--- config.mk ---
export PLATFORM = sky130hd
export DESIGN_NAME = registered_bus_transceiver
export DESIGN_NICKNAME = d
export VERILOG_FILES = /design/src/shared/xcvr_pkg.sv /design/src/registered_bus_transceiver.sv
export SDC_FILE = /design/constraint.sdc
export NUM_CORES = 1
export LEC_CHECK = 0
export ABC_AREA = 0
export BUFFER_PORTS_ARGS = -buffer_cell sky130_fd_sc_hd__buf_2
export CORE_UTILIZATION = 45
export DETAILED_ROUTE_END_ITERATION = 7
export PLACE_DENSITY_LB_ADDON = 0.05
export SLEW_MARGIN = 30
export SYNTH_ARGS = -nofsm -noshare
export SYNTH_HDL_FRONTEND = slang
export SYNTH_SLANG_ARGS = --single-unit
export TNS_END_PERCENT = 10
--- constraint.sdc ---
create_clock -name sys_clk -period 1.6 [get_ports sys_clk]
set_input_delay 0.24 -clock sys_clk [delete_from_list [all_inputs] [get_ports sys_clk]]
set_output_delay 0.24 -clock sys_clk [all_outputs]
set_load 0.03 [all_outputs]
--- src/shared/xcvr_pkg.sv ---
// Purpose: shared constants for the registered bus transceiver
// Assumes: APB register access, 32-bit data, byte addresses
// Notes: control bits live in one software register, per-section nibbles

package xcvr_pkg;

  // ==========================================================
  // structure
  localparam int SECTION_W = 8;
  localparam int SECTIONS = 2;
  localparam int BUS_W = SECTION_W * SECTIONS;
  localparam int ADDR_W = 8;
  localparam int DATA_W = 32;

  // ==========================================================
  // register offsets (byte addresses)
  localparam logic [ADDR_W-1:0] OFF_CTRL = 8'h00;
  localparam logic [ADDR_W-1:0] OFF_STORE_A = 8'h04;
  localparam logic [ADDR_W-1:0] OFF_STORE_B = 8'h08;
  localparam logic [ADDR_W-1:0] OFF_STATUS = 8'h0c;

  // ==========================================================
  // control field layout, one nibble per section
  localparam int CTRL_FIELD_W = 4;
  localparam int CTRL_ENABLE_N_BIT = 0;
  localparam int CTRL_DIR_BIT = 1;
  localparam int CTRL_A_TO_B_SEL_BIT = 2;
  localparam int CTRL_B_TO_A_SEL_BIT = 3;
  localparam int CTRL_WIDE_BIT = 8;
  localparam int CTRL_W = 9;

  // status layout: drive-a flags in low bits, drive-b flags above
  localparam int STATUS_DRIVE_A_LSB = 0;
  localparam int STATUS_DRIVE_B_LSB = 2;

  // ==========================================================
  // reset values: both sections isolated, live data selected
  localparam logic [CTRL_W-1:0] CTRL_RESET = 9'h011;
  localparam logic [BUS_W-1:0] STORE_RESET = 16'h0000;
  localparam logic [DATA_W-1:0] RDATA_RESET = 32'h0000_0000;

endpackage

--- src/registered_bus_transceiver.sv ---
// Purpose: registered bidirectional transceiver between an A bus and a B bus
// Assumes: bus pins and register clocks come from outside sys_clk and are
//   synchronised; control comes from an APB register
// Notes: clock pins are sampled, so each pin level must stay stable for
//   at least two sys_clk periods to be seen
//   the live path lags the pins by three sys_clk edges
//   storage clears on sys_rst; the pins themselves offer no reset
//   a driven bus is seen on its own input pins and may be stored
//   wide mode copies the section 0 controls; the section 1 nibble is
//   ignored then
//
// How it works
// - two 8-bit sections; wide bit makes section 1 use section 0 controls, while each section still stores on its own clock pins
// - a_to_b_clock rise stores A into A register; b_to_a_clock rise stores B
// - capture happens on every rising clock edge, whatever enable and direction
// - either bus, or both, can be stored, each only in its own register
// - each direction's source select picks live opposite bus or stored register
// - driven outputs come from flops, so select changes cannot glitch
// - with enable low, direction picks which bus is driven
// - enable high drives neither bus; registers still capture and otherwise hold
// - enable low, direction low, b_to_a select low: A gets live B
// - enable low, direction low, b_to_a select high: A gets stored B
// - enable low, direction high, a_to_b select low: B gets live A
// - enable low, direction high, a_to_b select high: B gets stored A
// - disabled outputs leave the capture path working
// - a section never drives both buses; outside logic must not fight a driven bus
// - a lone clock edge never changes which bus is driven

`timescale 1ns/1ps

module registered_bus_transceiver
  import xcvr_pkg::*;
(
  input wire logic sys_clk,
  input wire logic sys_rst,
  // apb slave
  input wire logic psel,
  input wire logic penable,
  input wire logic pwrite,
  input wire logic [xcvr_pkg::ADDR_W-1:0] paddr,
  input wire logic [xcvr_pkg::DATA_W-1:0] pwdata,
  input wire logic [3:0] pstrb,
  output logic [xcvr_pkg::DATA_W-1:0] prdata,
  output logic pready,
  output logic pslverr,
  // register clock pins, one per section
  input wire logic [xcvr_pkg::SECTIONS-1:0] a_to_b_clock,
  input wire logic [xcvr_pkg::SECTIONS-1:0] b_to_a_clock,
  // a bus pins
  input wire logic [xcvr_pkg::BUS_W-1:0] a_in,
  output logic [xcvr_pkg::BUS_W-1:0] a_out,
  output logic [xcvr_pkg::BUS_W-1:0] a_oe_n,
  // b bus pins
  input wire logic [xcvr_pkg::BUS_W-1:0] b_in,
  output logic [xcvr_pkg::BUS_W-1:0] b_out,
  output logic [xcvr_pkg::BUS_W-1:0] b_oe_n
);
  import xcvr_pkg::*;

  // ==========================================================
  // helpers

  // effective control nibble of a section; wide mode slaves section 1
  function automatic logic [CTRL_FIELD_W-1:0] section_ctrl(
    input logic [CTRL_W-1:0] ctrl,
    input int sec
  );
    int src;
    src = (ctrl[CTRL_WIDE_BIT] && sec != 0) ? 0 : sec;
    return ctrl[src*CTRL_FIELD_W +: CTRL_FIELD_W];
  endfunction

  // one offset compare, shared by the read mux, the write and the error
  function automatic logic addr_hit(
    input logic [ADDR_W-1:0] addr,
    input logic [ADDR_W-1:0] off
  );
    return addr == off;
  endfunction

  // ==========================================================
  // pin synchronisers

  // sampled pin levels, two stages each before any logic looks at them
  logic [BUS_W-1:0] a_s1_q, a_s2_q;
  logic [BUS_W-1:0] b_s1_q, b_s2_q;
  logic [SECTIONS-1:0] cab_s1_q, cab_s2_q, cab_prev_q;
  logic [SECTIONS-1:0] cba_s1_q, cba_s2_q, cba_prev_q;
  logic [SECTIONS-1:0] cab_rise, cba_rise;

  // data and clock pins pass the same two stages, so a level that is
  // stable at the pin clock edge is the one that gets stored
  always_ff @(posedge sys_clk) begin
    a_s1_q <= a_in;
    a_s2_q <= a_s1_q;
    b_s1_q <= b_in;
    b_s2_q <= b_s1_q;
    cab_s1_q <= a_to_b_clock;
    cab_s2_q <= cab_s1_q;
    cba_s1_q <= b_to_a_clock;
    cba_s2_q <= cba_s1_q;
  end

  // the previous level follows the synchronised pin even in reset, so a
  // clock pin that is already high at release is not taken as an edge
  always_ff @(posedge sys_clk) begin
    cab_prev_q <= cab_s2_q;
    cba_prev_q <= cba_s2_q;
  end

  always_comb begin
    cab_rise = cab_s2_q & ~cab_prev_q;
    cba_rise = cba_s2_q & ~cba_prev_q;
  end

  // ==========================================================
  // control register and apb slave

  logic [CTRL_W-1:0] ctrl_q, ctrl_d;
  logic [DATA_W-1:0] prdata_q, prdata_d;
  logic pslverr_q, pslverr_d;
  logic [BUS_W-1:0] store_a_q, store_b_q;
  logic [SECTIONS-1:0] drive_a_q, drive_b_q;
  logic setup_phase, write_take, mapped;

  always_comb begin
    setup_phase = psel && !penable;
    write_take = psel && penable && pwrite;
    mapped = addr_hit(paddr, OFF_CTRL) || addr_hit(paddr, OFF_STORE_A) ||
      addr_hit(paddr, OFF_STORE_B) || addr_hit(paddr, OFF_STATUS);
  end

  // the answer is prepared in the setup cycle, so access never waits
  // and read data still comes straight from a flop
  always_comb begin
    prdata_d = prdata_q;
    pslverr_d = pslverr_q;
    if (setup_phase) begin
      prdata_d = RDATA_RESET;
      pslverr_d = !mapped;
      if (!pwrite) begin
        if (addr_hit(paddr, OFF_CTRL)) begin
          prdata_d[CTRL_W-1:0] = ctrl_q;
        end else if (addr_hit(paddr, OFF_STORE_A)) begin
          prdata_d[BUS_W-1:0] = store_a_q;
        end else if (addr_hit(paddr, OFF_STORE_B)) begin
          prdata_d[BUS_W-1:0] = store_b_q;
        end else if (addr_hit(paddr, OFF_STATUS)) begin
          prdata_d[STATUS_DRIVE_A_LSB +: SECTIONS] = drive_a_q;
          prdata_d[STATUS_DRIVE_B_LSB +: SECTIONS] = drive_b_q;
        end
      end
    end
  end

  // stores and status are read only, so only a control write lands;
  // byte lane 1 carries nothing but the wide bit
  always_comb begin
    ctrl_d = ctrl_q;
    if (write_take && addr_hit(paddr, OFF_CTRL)) begin
      if (pstrb[0]) begin
        ctrl_d[7:0] = pwdata[7:0];
      end
      if (pstrb[1]) begin
        ctrl_d[CTRL_WIDE_BIT] = pwdata[CTRL_WIDE_BIT];
      end
    end
  end

  always_ff @(posedge sys_clk) begin
    if (sys_rst) begin
      ctrl_q <= CTRL_RESET;
      prdata_q <= RDATA_RESET;
      pslverr_q <= 1'b0;
    end else begin
      ctrl_q <= ctrl_d;
      prdata_q <= prdata_d;
      pslverr_q <= pslverr_d;
    end
  end

  // read data is a straight flop copy, ready is tied high and the error is gated
  always_comb begin
    pready = 1'b1;
    prdata = prdata_q;
    pslverr = pslverr_q && psel && penable;
  end

  // ==========================================================
  // transceiver sections

  logic [BUS_W-1:0] a_out_q, b_out_q, a_oe_n_q, b_oe_n_q;

  // each section hands its results over through nets, one driver per
  // slice, so that all state below is written by a single process
  wire logic [SECTIONS-1:0] drv_a_w;
  wire logic [SECTIONS-1:0] drv_b_w;
  wire logic [BUS_W-1:0] store_a_w;
  wire logic [BUS_W-1:0] store_b_w;
  wire logic [BUS_W-1:0] a_out_w;
  wire logic [BUS_W-1:0] b_out_w;

  for (genvar s = 0; s < SECTIONS; s++) begin : g_sec
    logic [CTRL_FIELD_W-1:0] c;
    logic en_n, dir, sel_ab, sel_ba, drv_a, drv_b;
    logic [SECTION_W-1:0] sa_d, sb_d, ao_d, bo_d;

    always_comb begin
      c = section_ctrl(ctrl_q, s);
      en_n = c[CTRL_ENABLE_N_BIT];
      dir = c[CTRL_DIR_BIT];
      sel_ab = c[CTRL_A_TO_B_SEL_BIT];
      sel_ba = c[CTRL_B_TO_A_SEL_BIT];
      // only enable and direction choose the driven bus, never a clock
      drv_a = !en_n && !dir;
      drv_b = !en_n && dir;
    end

    // capture ignores enable and direction entirely
    always_comb begin
      sa_d = store_a_q[s*SECTION_W +: SECTION_W];
      sb_d = store_b_q[s*SECTION_W +: SECTION_W];
      if (cab_rise[s]) begin
        sa_d = a_s2_q[s*SECTION_W +: SECTION_W];
      end
      if (cba_rise[s]) begin
        sb_d = b_s2_q[s*SECTION_W +: SECTION_W];
      end
    end

    // the output value is registered, so a select change moves the pins
    // once at a clock edge with no decode hazard in between
    always_comb begin
      ao_d = sel_ba ? store_b_q[s*SECTION_W +: SECTION_W]
        : b_s2_q[s*SECTION_W +: SECTION_W];
      bo_d = sel_ab ? store_a_q[s*SECTION_W +: SECTION_W]
        : a_s2_q[s*SECTION_W +: SECTION_W];
    end

    assign drv_a_w[s] = drv_a;
    assign drv_b_w[s] = drv_b;
    assign store_a_w[s*SECTION_W +: SECTION_W] = sa_d;
    assign store_b_w[s*SECTION_W +: SECTION_W] = sb_d;
    assign a_out_w[s*SECTION_W +: SECTION_W] = ao_d;
    assign b_out_w[s*SECTION_W +: SECTION_W] = bo_d;
  end

  // ==========================================================
  // storage and bus output registers

  logic [BUS_W-1:0] store_a_d, store_b_d;
  logic [BUS_W-1:0] a_out_d, b_out_d;
  logic [BUS_W-1:0] a_oe_n_d, b_oe_n_d;
  logic [SECTIONS-1:0] drive_a_d, drive_b_d;

  // a store only moves on its own clock pin edge, so with both pins
  // quiet the contents hold whatever the enables do
  always_comb begin
    store_a_d = store_a_w;
    store_b_d = store_b_w;
    a_out_d = a_out_w;
    b_out_d = b_out_w;
    drive_a_d = drv_a_w;
    drive_b_d = drv_b_w;
    // all pins of one section are released or driven together
    for (int s = 0; s < SECTIONS; s++) begin
      a_oe_n_d[s*SECTION_W +: SECTION_W] = {SECTION_W{!drv_a_w[s]}};
      b_oe_n_d[s*SECTION_W +: SECTION_W] = {SECTION_W{!drv_b_w[s]}};
    end
  end

  // the enables are registered like the data, so a pin starts to be
  // driven in the same cycle as its first valid value
  always_ff @(posedge sys_clk) begin
    if (sys_rst) begin
      store_a_q <= STORE_RESET;
      store_b_q <= STORE_RESET;
      a_out_q <= '0;
      b_out_q <= '0;
      a_oe_n_q <= '1;
      b_oe_n_q <= '1;
      drive_a_q <= '0;
      drive_b_q <= '0;
    end else begin
      store_a_q <= store_a_d;
      store_b_q <= store_b_d;
      a_out_q <= a_out_d;
      b_out_q <= b_out_d;
      a_oe_n_q <= a_oe_n_d;
      b_oe_n_q <= b_oe_n_d;
      drive_a_q <= drive_a_d;
      drive_b_q <= drive_b_d;
    end
  end

  always_comb begin
    a_out = a_out_q;
    b_out = b_out_q;
    a_oe_n = a_oe_n_q;
    b_oe_n = b_oe_n_q;
  end

endmodule

Word-level counts from Yosys, hierarchy flattened
Cells that the tools add are included.
Word-level totals
  bits in registers: 188
  word-level logic and storage cells: 70
Operators by class
  shift operators: 1
  multiplexer cells: 12
  reductions and logical operators: 26
  eq/ne operators: 3
  bitwise gates (word level): 4
Operators with widths (count)
  $mux 16: 2
  $mux 8: 4
  $eq 8x4->1 const B: 2
  $mux 12: 1
  $logic_and 1x1->1: 10
  $logic_not 1->1: 10
  $mux 9: 1
  $shiftx 9x4->4: 1
  $eq 8x3->1 const B: 1
  $logic_not 8->1: 1
  $mux 4: 2
  $mux 7: 1
  $and 2x2->2: 2
  $not 2->2: 2
  $reduce_and 2->1: 2
  $logic_or 1x1->1: 3
  $mux 1: 1

Longest topological paths before layout
  depth after elaboration: 6
  gate-level depth with buffers: 5

Worst setup path after synthesis
Ideal clock, no wire load.
  kind: input-to-reg
  start: input paddr[5] in the netlist's numbering
  end: register ctrl_q[4]
  stages: 5
  path slack: -161 ps
  path buffers: 1
  setup time: 120 ps
  arrival time: 1642 ps
  path through: or4_4 buf_6 nor3_4 nor2b_1 a211o_1
On the way
  cells in the longest elaborated chain, start to end: 3
RTL lines
  start: declaration: RTL line registered_bus_transceiver.sv:40  | input wire logic [xcvr_pkg::ADDR_W-1:0] paddr,
  $logic_not 8->1: RTL line registered_bus_transceiver.sv:78  | return addr == off;
  $logic_and 1x1->1: RTL line registered_bus_transceiver.sv:160  | if (write_take && addr_hit(paddr, OFF_CTRL)) begin
  $reduce_and 2->1 (no source line)
  end signal: assignment: RTL line registered_bus_transceiver.sv:176  | ctrl_q <= ctrl_d;
  end: declaration: RTL line registered_bus_transceiver.sv:119  | logic [CTRL_W-1:0] ctrl_q, ctrl_d;
Every way passes these cells.
A chain may end at the register's enable or synchronous reset.

Final worst setup path
  start: register ctrl_q[8]
  end: register a_out_q[14] (netlist: a_out[14])
On the way
  cells in the longest elaborated chain, start to end: 3
RTL lines
  $mux 1: RTL line registered_bus_transceiver.sv:69  | src = (ctrl[CTRL_WIDE_BIT] && sec != 0) ? 0 : sec;
  $shiftx 9x4->4: RTL line registered_bus_transceiver.sv:70  | return ctrl[src*CTRL_FIELD_W +: CTRL_FIELD_W];
  $mux 8: RTL line registered_bus_transceiver.sv:234  | ao_d = sel_ba ? store_b_q[s*SECTION_W +: SECTION_W]
  end signal: assignment: RTL line registered_bus_transceiver.sv:287  | a_out_q <= a_out_d;
  end: declaration: RTL line registered_bus_transceiver.sv:192  | logic [BUS_W-1:0] a_out_q, b_out_q, a_oe_n_q, b_oe_n_q;
Every way passes these cells.

==> results_dict.tcl <==
set metrics [dict create \
    status "completed" \
    reg2reg_to "a_out[14]" \
    grtUsageMet3 0.0537 \
    power_leakage_nw 3.32 \
    syn_area_um2 5610 \
    crit_path_cell_trace "mux2i_2 > buf_4 > mux2i_1 > nor2_1" \
    max-slew-margin-rel 0.411 \
    r2r_slack_ns 0.20 \
    whs_ns 0.0272 \
    grt_max_degree 52 \
    rsz0062_at_grt "no" \
    die_w_um 114 \
    powerDensity_nw_per_um2 1300 \
    fp.dieH_um 114 \
    area_growth_pct 30.3 \
    final_layout_size_suffix_gt1_frac 0.299 \
    drt_wl_total_um 11300 \
    use_met1 0.219 \
    arrival_ns 1.71 \
    synthArstFlopShare 0 \
    tns_ns 0 \
    antenna_found_initial 0 \
    ys_warn_count 0 \
    hpwlAfterDp_um 7830 \
    fin_ws_ns 0.195 \
    cts_tree "done" \
    pre_cts_slack_ns -0.122 \
    diodes 0 \
    use_met2 0.300 \
    instances_no_fill 840 \
    whs_path_depth 2 \
    synth_seq_cells 174 \
    synth-edff-count 0 \
    worstPathMaxFanout 8 \
    drt_iter0_markers 169 \
    cts-htree-levels 4 \
    cts_root_buf "clkbuf_16" \
    vias_per_cell 4.49 \
    cts_buffers 17 \
    drc 0 \
    hold_path_class "input port to flop" \
    grt.total_usage 0.182 \
    fin_skew_ns 0.00900 \
    synth_cell_types 32 \
    worstPathRequired_ns 1.91 \
    clk-insertion-delay-late_ns 0.43 \
    regArea_um2 3480 \
    cts_sinks 174 \
    gp_congestion 0.828 \
    postCtsSetupBuffers 0 \
    grt_overflow 0 \
    grt_first_pass_wirelength_um 17500 \
    cap_violations 0 \
    slew_violations 0 \
    vdd_ir_drop_max_v 0.00100 \
    crit_cells 4 \
    avgSynthCellArea_um2 11.3 \
    crit_start "ctrl_q[8]" \
    ios 183 \
    place.port_buffers 140 \
    crit_buf_inv 1 \
    path_clk_slew_ns 0.07 \
    fin_util 0.606 \
    hold_viol 0 \
    postLayoutCellArea_um2 7310 \
    place_area_um2 6330 \
    syn_inst 497 \
    yosysSeqAreaShare 0.621 \
    multi_input_area_um2 1740 \
    ant_nets 0 \
    timing.rr.start "ctrl_q[8]" \
    end_kind "flop" \
    path_class "flop to flop" \
    power.total_mw 9.51 \
    core_area_um2 12100 \
    clock_path_buffers 2 \
    grt_pass1_vias 3566 \
    worstMarginPinSlew_ns 0.882 \
    drt_first_pass_iters 4 \
    fin_crit_sh 0.878 \
    slowest_stage "dfxtp_1" \
    nets 744 \
    wl_per_cell_um 13.4 \
    grt_busiest_layer "met2" \
    rr_worst_depth 4 \
    crit_end "a_out[14]" \
    fmax_mhz 712 \
    crit_family "multiplexers" \
    critical_path.max_stage_delay_ns 0.48 \
    start_util 0.465 \
    timing.critical_path.from_type "flop" \
    num_rows 40 \
    yosys_most_used_dff "dfxtp_1" \
    fillers 1031 \
    dpl.cell_count 772 \
    num_vias 3771 \
    setup_violations 0 \
    finalCriticalPeriod_ns 1.40 \
    die_area_um2 12900 \
]
## cells in the mapped netlist, drive strengths merged, types with 4 or more instances
| master | instances | share of area |
|---|---|---|
| nor2b | 9 | 0.010 |
| nand2 | 16 | 0.011 |
| dfxtp | 174 | 0.62 |
| mux2i | 82 | 0.15 |
| clkbuf | 21 | 0.014 |
| a22oi | 7 | 0.0094 |
| a21oi | 5 | 0.0045 |
| nor3 | 4 | 0.0056 |
| o21ai | 9 | 0.0080 |
| buf | 47 | 0.063 |
| nor2 | 88 | 0.059 |
| a22o | 7 | 0.011 |
| o221ai | 4 | 0.0062 |
| inv | 4 | 0.0027 |
| nand2b | 4 | 0.0058 |
## cell usage in the layout, fill, tap and decap left out, drive strengths merged, types with 5 or more instances in the layout
cell and count:
a21oi 5, nor2 88, dfxtp 174, a22o 7, clkbuf 17, inv 12
a22oi 7, buf 160, nand2 16, nor2b 9, conb 17, dlygate4sd3 36
o21ai 9, mux2i 82
## how the worst min path moves through the flow
stage | start | end | slack [ns]
after floorplan | a_in[0] | a_s1_q[0] | 0.27
after global placement | cba_s1_q[1] | cba_s2_q[1] | 0.31
after detailed placement | b_s1_q[12] | b_s2_q[12] | 0.31
after CTS | pwdata[0] | ctrl_q[0] | 0.009
after global routing | pwdata[4] | ctrl_q[4] | 0.03
final | pwdata[4] | ctrl_q[4] | 0.03
## final cells by class
type / instances / share of cell area
clock buffers: 17 / 0.0582
inverters: 4 / 0.00205
flip-flops and latches: 174 / 0.476
well taps: 168 / 0.0287
clock inverters: 15 / 0.0274
repair buffers: 196 / 0.169
multi-input cells: 266 / 0.238
## worst register-to-register path, cell delays in order (launching register included)
cell and delay (ns):
dfxtp_1 0.48, mux2i_2 0.29, buf_4 0.24, mux2i_1 0.21, nor2_1 0.06
## layer usage
metal | up-vias | share of wire
li1 | 1915 | -
met1 | 1732 | 0.44
met2 | 111 | 0.49
met3 | 13 | 0.053
met4 | 0 | 0.015
met5 | - | 0
## kinds of logic after synthesis
logic type / Yosys count / synth area share
AOI/OAI and AO/OA: 36 / 0.0448
buffers and inverters: 72 / 0.0796
DFF: 174 / 0.621
muxes: 82 / 0.148
other: 2 / 0.00134
and+or+nand+nor: 131 / 0.106
## what timing repair did
action,CTS,global route
endpoints found under the hold margin,36,0
hold buffers,36,0
resized for setup,0,0
## power by group
part | switching, mW | total (mW) | internal, mW
Clock | 1.79 | 4.31 | 2.52
Sequential | 0.0848 | 4.60 | 4.52
Combinational | 0.344 | 0.602 | 0.258
Total | 2.22 | 9.51 | 7.29
Note: power is estimated with default switching activity, not from simulation.
